### src/rt_settings_pkg.sv
/*
  Constants and types shared by the run-time settings decoder: report layout,
  field positions, register offsets, interrupt bits and state encodings.
  Assumes a 64-byte command report delivered one byte per strobe.
*/
`default_nettype none
package rt_settings_pkg;
  // ----------------------------------------------------------------
  // Report layout
  // ----------------------------------------------------------------
  localparam logic [7:0] CMD_SET_RUNTIME = 8'h60;
  localparam logic [7:0] RESP_OK = 8'h00;
  localparam logic [7:0] RESP_FILL = 8'h00;
  localparam logic [5:0] IDX_CODE = 6'h00;
  localparam logic [5:0] IDX_ADC = 6'h05;
  localparam logic [5:0] IDX_INT = 6'h06;
  localparam logic [5:0] IDX_GATE = 6'h07;
  localparam logic [5:0] IDX_PIN0 = 6'h08;
  localparam logic [5:0] IDX_LAST = 6'h3f;
  // ----------------------------------------------------------------
  // Bit positions inside the command bytes
  // ----------------------------------------------------------------
  localparam int LOAD_BIT = 7;
  localparam int ADC_LVL_LO = 1;
  localparam int ADC_SRC_BIT = 0;
  localparam int RISE_EN_BIT = 4;
  localparam int RISE_VAL_BIT = 3;
  localparam int FALL_EN_BIT = 2;
  localparam int FALL_VAL_BIT = 1;
  localparam int FLAG_CLR_BIT = 0;
  localparam int PIN_VAL_BIT = 4;
  localparam int PIN_DIR_BIT = 3;
  localparam int PIN_DES_LO = 0;
  // ----------------------------------------------------------------
  // Register map and fields
  // ----------------------------------------------------------------
  localparam logic [7:0] ADDR_IRQ_STATUS = 8'h00;
  localparam logic [7:0] ADDR_IRQ_MASK = 8'h04;
  localparam logic [7:0] ADDR_SETTINGS = 8'h08;
  localparam int IRQ_W = 3;
  localparam int IRQ_APPLIED = 0;
  localparam int IRQ_DETECT = 1;
  localparam int IRQ_FOREIGN = 2;
  localparam logic [IRQ_W-1:0] IRQ_MASK_RESET = 3'h0;
  localparam int SF_LVL = 0;
  localparam int SF_SRC = 2;
  localparam int SF_RISE = 3;
  localparam int SF_FALL = 4;
  localparam int SF_FLAG = 5;
  localparam int SF_DES = 6;
  localparam int SF_DIR = 9;
  localparam int SF_VAL = 10;
  localparam int SF_PIN = 16;
  // ----------------------------------------------------------------
  // Encodings
  // ----------------------------------------------------------------
  typedef enum logic [1:0] {
    REF_OFF = 2'h0, REF_1V024 = 2'h1, REF_2V048 = 2'h2, REF_4V096 = 2'h3
  } ref_level_t;
  localparam logic [2:0] DES_GPIO = 3'h0;
  localparam logic [2:0] DES_SUSPEND = 3'h1;
  localparam logic [2:0] DES_RX_LED = 3'h2;
  typedef enum logic [1:0] {RSP_IDLE = 2'b01, RSP_SEND = 2'b10} rsp_state_t;
endpackage : rt_settings_pkg
`default_nettype wire

### src/cmd_if.sv
/*
  Carrier for a captured command: commit pulse and the four decoded bytes.
  Assumes one source (report capture) and one sink (the decoder top).
*/
`timescale 1ns/1ns
`default_nettype none
interface cmd_if;
  logic commit;
  logic foreign;
  logic [7:0] adc_b;
  logic [7:0] int_b;
  logic [7:0] gate_b;
  logic [7:0] pin_b;
  modport src (output commit, foreign, adc_b, int_b, gate_b, pin_b);
  modport dst (input commit, foreign, adc_b, int_b, gate_b, pin_b);
endinterface : cmd_if
`default_nettype wire

### src/report_capture.sv
/*
  Collects one 64-byte command report and hands bytes 5 to 8 over together.
  Assumes bytes arrive in order, first_in marking byte 0, on the system clock.
*/
`timescale 1ns/1ns
`default_nettype none
module report_capture (
  input wire logic clk_in,
  input wire logic srst_in,
  input wire logic byte_valid_in,
  input wire logic first_in,
  input wire logic [7:0] byte_in,
  cmd_if.src cmd
);
  import rt_settings_pkg::*;

  typedef struct packed {
    logic [5:0] idx;
    logic active;
    logic code_ok;
    logic [7:0] adc_b;
    logic [7:0] int_b;
    logic [7:0] gate_b;
    logic [7:0] pin_b;
    logic commit;
    logic foreign;
  } cap_t;

  cap_t s_q, s_d;
  logic [5:0] pos;
  logic ok;

  always_comb begin
    s_d = s_q;
    s_d.commit = 1'b0;
    s_d.foreign = 1'b0;
    pos = first_in ? IDX_CODE : s_q.idx;
    ok = (pos == IDX_CODE) ? (byte_in == CMD_SET_RUNTIME) : s_q.code_ok;
    if (byte_valid_in && (first_in || s_q.active)) begin
      s_d.active = 1'b1;
      s_d.code_ok = ok;
      s_d.idx = pos + 6'h01;
      if (pos == IDX_ADC) s_d.adc_b = byte_in;
      if (pos == IDX_INT) s_d.int_b = byte_in;
      if (pos == IDX_GATE) s_d.gate_b = byte_in;
      if (pos == IDX_PIN0) s_d.pin_b = byte_in;
      if (pos == IDX_LAST) begin
        s_d.active = 1'b0;
        s_d.commit = ok;
        s_d.foreign = !ok;
      end
    end
  end

  always_ff @(posedge clk_in) begin
    if (srst_in) begin
      s_q <= '0;
    end else begin
      s_q <= s_d;
    end
  end

  assign cmd.commit = s_q.commit;
  assign cmd.foreign = s_q.foreign;
  assign cmd.adc_b = s_q.adc_b;
  assign cmd.int_b = s_q.int_b;
  assign cmd.gate_b = s_q.gate_b;
  assign cmd.pin_b = s_q.pin_b;
endmodule : report_capture
`default_nettype wire

### src/int_edge_detect.sv
/*
  Edge detector with a sticky detection flag for the interrupt input.
  Assumes the input is synchronous to the clock; a set beats a clear.
*/
`timescale 1ns/1ns
`default_nettype none
module int_edge_detect (
  input wire logic clk_in,
  input wire logic srst_in,
  input wire logic pin_in,
  input wire logic rise_en_in,
  input wire logic fall_en_in,
  input wire logic clear_in,
  output logic flag_out,
  output logic set_out
);
  typedef struct packed {
    logic prev;
    logic primed;
    logic flag;
    logic set;
  } edge_t;

  edge_t s_q, s_d;
  logic hit;

  always_comb begin
    s_d = s_q;
    hit = s_q.primed && ((rise_en_in && pin_in && !s_q.prev) ||
                         (fall_en_in && !pin_in && s_q.prev));
    s_d.prev = pin_in;
    s_d.primed = 1'b1;
    s_d.flag = hit | (s_q.flag & ~clear_in);
    s_d.set = hit;
  end

  always_ff @(posedge clk_in) begin
    if (srst_in) begin
      s_q <= '0;
    end else begin
      s_q <= s_d;
    end
  end

  assign flag_out = s_q.flag;
  assign set_out = s_q.set;
endmodule : int_edge_detect
`default_nettype wire

### src/runtime_settings_decoder.sv
/*
  Run-time settings decoder: applies ADC reference, interrupt detection and
  general pin zero settings from a 0x60 command report, answers with a status
  report, and offers status, mask and readback registers on a plain port.
  Assumes a single 100 MHz clock, synchronous inputs and a one-cycle bus.
*/
`timescale 1ns/1ns
`default_nettype none
// Functional notes
// - Byte 0 equal to 0x60 marks a run-time settings command.
// - Settings are volatile; reset restores the power-up defaults.
// - Reply carries 0x60 in byte 0 and 0x00 in byte 1.
// - Byte 5 bit 7 set loads ADC reference from bits 2 to 0.
// - Level field: 11 4.096 V, 10 2.048 V, 01 1.024 V, 00 off.
// - Byte 5 bit 0 picks internal reference (1) or supply rail (0).
// - Byte 6 takes effect only when its bit 7 is set.
// - Byte 6 bit 4 set loads rising-edge trigger from bit 3.
// - Byte 6 bit 2 set loads falling-edge trigger from bit 1.
// - Byte 6 bit 0 set clears the detection flag.
// - Byte 7 bit 7 set loads pin zero settings from byte 8.
// - As general-purpose output, pin zero drives byte 8 bit 4.
// - Byte 8 bit 3 sets direction, 1 input, only in general-purpose use.
// - Byte 8 bits 2 to 0: 000 general, 001 suspend, 010 receive LED.
module runtime_settings_decoder #(
  parameter rt_settings_pkg::ref_level_t DEF_ADC_LEVEL = rt_settings_pkg::REF_OFF,
  parameter logic DEF_ADC_INTERNAL = 1'b0,
  parameter logic DEF_RISE_EN = 1'b0,
  parameter logic DEF_FALL_EN = 1'b0,
  parameter logic [2:0] DEF_PIN_DES = 3'h0,
  parameter logic DEF_PIN_DIR = 1'b1,
  parameter logic DEF_PIN_VAL = 1'b0
) (
  input wire logic SYS_CLK_IN,
  input wire logic SRST_IN,
  input wire logic CMD_BYTE_VALID_IN,
  input wire logic CMD_FIRST_IN,
  input wire logic [7:0] CMD_BYTE_IN,
  output logic RESP_VALID_OUT,
  output logic RESP_LAST_OUT,
  output logic [7:0] RESP_BYTE_OUT,
  output logic [1:0] ADC_REF_LEVEL_OUT,
  output logic ADC_REF_INTERNAL_OUT,
  input wire logic INT_DETECT_PIN_IN,
  output logic INT_DETECT_FLAG_OUT,
  input wire logic SUSPEND_STATE_IN,
  input wire logic UART_RX_ACTIVE_IN,
  input wire logic GENERAL_PIN_ZERO_IN,
  output logic GENERAL_PIN_ZERO_OUT,
  output logic GENERAL_PIN_ZERO_OE_OUT,
  input wire logic [7:0] REG_ADDR_IN,
  input wire logic [31:0] REG_WDATA_IN,
  input wire logic REG_WR_IN,
  input wire logic REG_RD_IN,
  output logic [31:0] REG_RDATA_OUT,
  output logic IRQ_OUT
);
  import rt_settings_pkg::*;

  // ----------------------------------------------------------------
  // State
  // ----------------------------------------------------------------
  typedef struct packed {
    ref_level_t adc_lvl;
    logic adc_int;
    logic rise_en;
    logic fall_en;
    logic [2:0] pin_des;
    logic pin_dir;
    logic pin_val;
    logic pin_out;
    logic pin_oe;
    logic [IRQ_W-1:0] irq_status;
    logic [IRQ_W-1:0] irq_mask;
    logic [31:0] rdata;
    rsp_state_t rsp_state;
    logic [5:0] rsp_idx;
    logic [7:0] rsp_byte;
  } dec_t;

  dec_t s_q, s_d;
  cmd_if cmd ();
  logic flag;
  logic detect_set;
  logic int_gate;
  logic flag_clear;
  logic [IRQ_W-1:0] events;

  // ----------------------------------------------------------------
  // Submodules
  // ----------------------------------------------------------------
  report_capture u_capture (
    .clk_in(SYS_CLK_IN),
    .srst_in(SRST_IN),
    .byte_valid_in(CMD_BYTE_VALID_IN),
    .first_in(CMD_FIRST_IN),
    .byte_in(CMD_BYTE_IN),
    .cmd(cmd.src)
  );

  assign int_gate = cmd.commit && cmd.int_b[LOAD_BIT];
  assign flag_clear = int_gate && cmd.int_b[FLAG_CLR_BIT];

  int_edge_detect u_edge (
    .clk_in(SYS_CLK_IN),
    .srst_in(SRST_IN),
    .pin_in(INT_DETECT_PIN_IN),
    .rise_en_in(s_q.rise_en),
    .fall_en_in(s_q.fall_en),
    .clear_in(flag_clear),
    .flag_out(flag),
    .set_out(detect_set)
  );

  // ----------------------------------------------------------------
  // Next state
  // ----------------------------------------------------------------
  always_comb begin
    s_d = s_q;
    events = '0;
    events[IRQ_APPLIED] = cmd.commit;
    events[IRQ_DETECT] = detect_set;
    events[IRQ_FOREIGN] = cmd.foreign;
    // Settings change only on a commit, all from one captured report
    if (cmd.commit) begin
      if (cmd.adc_b[LOAD_BIT]) begin
        s_d.adc_lvl = ref_level_t'(cmd.adc_b[ADC_LVL_LO +: 2]);
        s_d.adc_int = cmd.adc_b[ADC_SRC_BIT];
      end
      if (cmd.int_b[LOAD_BIT]) begin
        if (cmd.int_b[RISE_EN_BIT]) s_d.rise_en = cmd.int_b[RISE_VAL_BIT];
        if (cmd.int_b[FALL_EN_BIT]) s_d.fall_en = cmd.int_b[FALL_VAL_BIT];
      end
      if (cmd.gate_b[LOAD_BIT]) begin
        s_d.pin_des = cmd.pin_b[PIN_DES_LO +: 3];
        s_d.pin_dir = cmd.pin_b[PIN_DIR_BIT];
        s_d.pin_val = cmd.pin_b[PIN_VAL_BIT];
      end
    end
    // Pin zero function select
    unique case (s_q.pin_des)
      DES_GPIO: begin
        s_d.pin_out = s_q.pin_val;
        s_d.pin_oe = !s_q.pin_dir;
      end
      DES_SUSPEND: begin
        s_d.pin_out = SUSPEND_STATE_IN;
        s_d.pin_oe = 1'b1;
      end
      DES_RX_LED: begin
        s_d.pin_out = UART_RX_ACTIVE_IN;
        s_d.pin_oe = 1'b1;
      end
      default: begin
        s_d.pin_out = 1'b0;
        s_d.pin_oe = 1'b0;
      end
    endcase
    // Reply report
    unique case (s_q.rsp_state)
      RSP_IDLE: begin
        s_d.rsp_idx = '0;
      end
      RSP_SEND: begin
        s_d.rsp_idx = s_q.rsp_idx + 6'h01;
        s_d.rsp_byte = (s_q.rsp_idx == IDX_CODE) ? RESP_OK : RESP_FILL;
        if (s_q.rsp_idx == IDX_LAST) s_d.rsp_state = RSP_IDLE;
      end
    endcase
    if (cmd.commit) begin
      s_d.rsp_state = RSP_SEND;
      s_d.rsp_idx = '0;
      s_d.rsp_byte = CMD_SET_RUNTIME;
    end
    // Register port; a set in the same cycle as the read-clear survives
    s_d.rdata = '0;
    if (REG_WR_IN && REG_ADDR_IN == ADDR_IRQ_MASK) begin
      s_d.irq_mask = REG_WDATA_IN[IRQ_W-1:0];
    end
    s_d.irq_status = s_q.irq_status | events;
    if (REG_RD_IN) begin
      unique case (REG_ADDR_IN)
        ADDR_IRQ_STATUS: begin
          s_d.rdata[IRQ_W-1:0] = s_q.irq_status;
          s_d.irq_status = events;
        end
        ADDR_IRQ_MASK: begin
          s_d.rdata[IRQ_W-1:0] = s_q.irq_mask;
        end
        ADDR_SETTINGS: begin
          s_d.rdata[SF_LVL +: 2] = s_q.adc_lvl;
          s_d.rdata[SF_SRC] = s_q.adc_int;
          s_d.rdata[SF_RISE] = s_q.rise_en;
          s_d.rdata[SF_FALL] = s_q.fall_en;
          s_d.rdata[SF_FLAG] = flag;
          s_d.rdata[SF_DES +: 3] = s_q.pin_des;
          s_d.rdata[SF_DIR] = s_q.pin_dir;
          s_d.rdata[SF_VAL] = s_q.pin_val;
          s_d.rdata[SF_PIN] = GENERAL_PIN_ZERO_IN;
        end
        default: begin
          s_d.rdata = '0;
        end
      endcase
    end
  end

  // ----------------------------------------------------------------
  // Registers
  // ----------------------------------------------------------------
  always_ff @(posedge SYS_CLK_IN) begin
    if (SRST_IN) begin
      s_q <= '0;
      s_q.adc_lvl <= DEF_ADC_LEVEL;
      s_q.adc_int <= DEF_ADC_INTERNAL;
      s_q.rise_en <= DEF_RISE_EN;
      s_q.fall_en <= DEF_FALL_EN;
      s_q.pin_des <= DEF_PIN_DES;
      s_q.pin_dir <= DEF_PIN_DIR;
      s_q.pin_val <= DEF_PIN_VAL;
      s_q.irq_mask <= IRQ_MASK_RESET;
      s_q.rsp_state <= RSP_IDLE;
    end else begin
      s_q <= s_d;
    end
  end

  // ----------------------------------------------------------------
  // Outputs
  // ----------------------------------------------------------------
  assign RESP_VALID_OUT = (s_q.rsp_state == RSP_SEND);
  assign RESP_LAST_OUT = (s_q.rsp_state == RSP_SEND) && (s_q.rsp_idx == IDX_LAST);
  assign RESP_BYTE_OUT = s_q.rsp_byte;
  assign ADC_REF_LEVEL_OUT = s_q.adc_lvl;
  assign ADC_REF_INTERNAL_OUT = s_q.adc_int;
  assign INT_DETECT_FLAG_OUT = flag;
  assign GENERAL_PIN_ZERO_OUT = s_q.pin_out;
  assign GENERAL_PIN_ZERO_OE_OUT = s_q.pin_oe;
  assign REG_RDATA_OUT = s_q.rdata;
  assign IRQ_OUT = |(s_q.irq_status & s_q.irq_mask);
endmodule : runtime_settings_decoder
`default_nettype wire

### config.mk
export PLATFORM = sky130hd
export DESIGN_NAME = runtime_settings_decoder
export DESIGN_NICKNAME = d
export VERILOG_FILES = /design/src/rt_settings_pkg.sv /design/src/cmd_if.sv /design/src/report_capture.sv /design/src/int_edge_detect.sv /design/src/runtime_settings_decoder.sv
export SDC_FILE = /design/constraint.sdc
export NUM_CORES = 1
export LEC_CHECK = 0
export BUFFER_PORTS_ARGS = -buffer_cell sky130_fd_sc_hd__buf_2
export CORE_UTILIZATION = 55
export CTS_BUF_LIST = sky130_fd_sc_hd__clkbuf_8
export DETAILED_ROUTE_END_ITERATION = 8
export PLACE_DENSITY = 0.84
export REMOVE_ABC_BUFFERS = 1
export SLEW_MARGIN = 20
export SYNTH_ARGS = -nofsm -noshare
export SYNTH_HDL_FRONTEND = slang
export SYNTH_HIERARCHICAL = 1
export SYNTH_SLANG_ARGS = --single-unit
### constraint.sdc
create_clock -name SYS_CLK_IN -period 4.5 [get_ports SYS_CLK_IN]
set_input_delay 0.225 -clock SYS_CLK_IN [delete_from_list [all_inputs] [get_ports SYS_CLK_IN]]
set_output_delay 0.225 -clock SYS_CLK_IN [all_outputs]
set_load 0.01 [all_outputs]
==> run_results.csv <==
group,metric,value,unit
finish,areaGrowthSynthToFinish,3.85,%
clock_tree,clock_path_buffers,2,
route,routed_wl,5850,µm
clock_tree,cts_setup_buffers,0,
sta,maxSlewViolCount,0,
worst_setup_path,end_kind,"flip-flop",
power_and_ir_drop,p_per_area,352,nW/µm²
floorplan,rows,28,
global_routing,grt_remaining_overflow,0,
global_routing,antenna_found_initial,0,
run,maxCapViolCount,0,
power_and_ir_drop,finalPower,1.24,mW
outcome,outcome,"complete, no violations",
clock_tree,cts.repair.resized,0,
finish,final_cell_mix,"dfxtp_1, buf_2, nand2b_1, conb_1, mux2i_1",
worst_setup_path,start_kind,"flip-flop",
worst_setup_path,crit_fanout,10,
sta,clock_skew,7.83,ps
sta,tns,0,ps
global_routing,grt_usage,0.192,
finish,drive_above_1_share,0.194,
worst_setup_path,crit_family,"simple AND/OR/NAND/NOR gates",
clock_tree,clk_latency,340,ps
sta,tightestPinTransition,867,ps
placed_design,dp_cells,445,
sta,relSlewSlack,0.422,
floorplan,start_util,0.571,
floorplan,die_w,80.4,µm
global_routing,grt_pass1_wl,9400,µm
synthesis,synthesis.area,3380,µm²
route,ant_nets,0,
sta,finalSetupViolCount,0,
global_routing,grt_max_degree,59,
route,post_drt_wl_per_cell,12.7,µm
floorplan,ios,107,
sta,fin_crit_sh,0.391,
worst_setup_path,arrival,2020,ps
clock_tree,clk_pin_slew,70,ps
finish,utilization,0.593,
worst_setup_path,crit_chain,"nor4b_1 -> nand4_2 -> mux2i_1",
worst_setup_path,criticalPathCategory,"flip-flop to flip-flop",
synthesis,syn_inst,373,
clock_tree,cts_htree_levels,3,
worst_setup_path,cp_data_required_time,4760,ps
placed_design,routabilityCongestion,0.844,
floorplan,die_area,6470,µm²
worst_setup_path,crit_buf_inv,0,
finish,finalNonFillerCells,461,
synthesis,yosysWarnings,6,
global_routing,grt_pass1_vias,2123,
sta,fmax,568,MHz
route,vias,2425,
sta,finalCriticalPeriod,1760,ps
route,dr.pass1.iters,5,
clock_tree,cts_hold_buffers,0,
clock_tree,clock-sinks,69,
synthesis,syn_avg_cell_area,9.07,µm²
finish,diodes,0,
floorplan,coreArea,5920,µm²
route,drc_errors,0,
worst_setup_path,cp_slowest_cell,"nor4b_1",
worst_hold_path,worstHoldPathType,"input port to flip-flop",
clock_tree,clockRootBuffer,"clkbuf_8",
power_and_ir_drop,total_leakage_power,1.52,nW
worst_setup_path,max_stage_delay,550,ps
power_and_ir_drop,max-vdd-ir-drop,0.000204,V
sta,final_hold_viol_count,0,
finish,final_common_cell,"dfxtp_1",
clock_tree,cts_buffers,9,
clock_tree,cts_tree,"done",
floorplan,die-height,80.4,µm
route,initialDrtViolationCount,135,
finish,finalNetCount,440,
sta,rsz0062_at_grt,"false",
route,vias_per_cell,5.26,
placed_design,numPortBuffers,51,
placed_design,dp_hpwl,4080,µm
==> through the flow <==
stage	hold WS, ps	area [µm²]	setup WS, ps
after floorplan	282	2940	2990
after global placement	441	3290	2740
after detailed placement	452	3290	2710
after CTS	114	3510	2750
after global routing	107	3510	2630
final	124	3510	2740
==> final timing paths <==
| check | cells after the start | slack, ps | end | from |
|---|---|---|---|---|
| max | 3 | 2740 | u_capture/cmd.int_b[4] | u_capture/s_q[38] |
| min reg2reg | 2 | 460 | u_edge/set_out | u_edge/s_q[2] |
| min | 2 | 120 | REG_RDATA_OUT[16] | GENERAL_PIN_ZERO_IN |
| max reg2reg | 3 | 2740 | u_capture/cmd.int_b[4] | u_capture/s_q[38] |
==> final cells by class <==
cell class	instances	area (µm²)
Multi-Input combinational cell	240	1520
Clock buffer	9	124
Clock inverter	7	97.6
Sequential cell	69	1380
Inverter	10	37.5
Timing Repair Buffer	51	255
Fill cell	534	2410
Tap cell	75	93.8
==> power breakdown <==
| group | total, mW | internal, mW | switching (mW) | leakage, nW |
|---|---|---|---|---|
| Combinational | 0.0622 | 0.0222 | 0.0400 | 0.855 |
| Sequential | 0.617 | 0.612 | 0.00404 | 0.557 |
| Clock | 0.558 | 0.315 | 0.243 | 0.106 |
| Total | 1.24 | 0.949 | 0.287 | 1.52 |
==> layer usage <==
layer	vias to the layer above	wire length, µm	track usage
met3	10	408	0.0568
li1	1217	-	-
met5	-	0	0
met4	0	100	0.0946
met1	1107	2680	0.237
met2	91	2660	0.303
==> sequential cells by signal, indices dropped and copies added, names as in the netlist, 2 cells and up <==
name / count
s_q: 21
u_capture/cmd.int_b: 6
u_edge/s_q: 2
ADC_REF_LEVEL_OUT: 2
REG_RDATA_OUT: 12
u_capture/cmd.pin_b: 5
u_capture/cmd.adc_b: 4
u_capture/s_q: 8
Power figures use the tool's default switching activity.
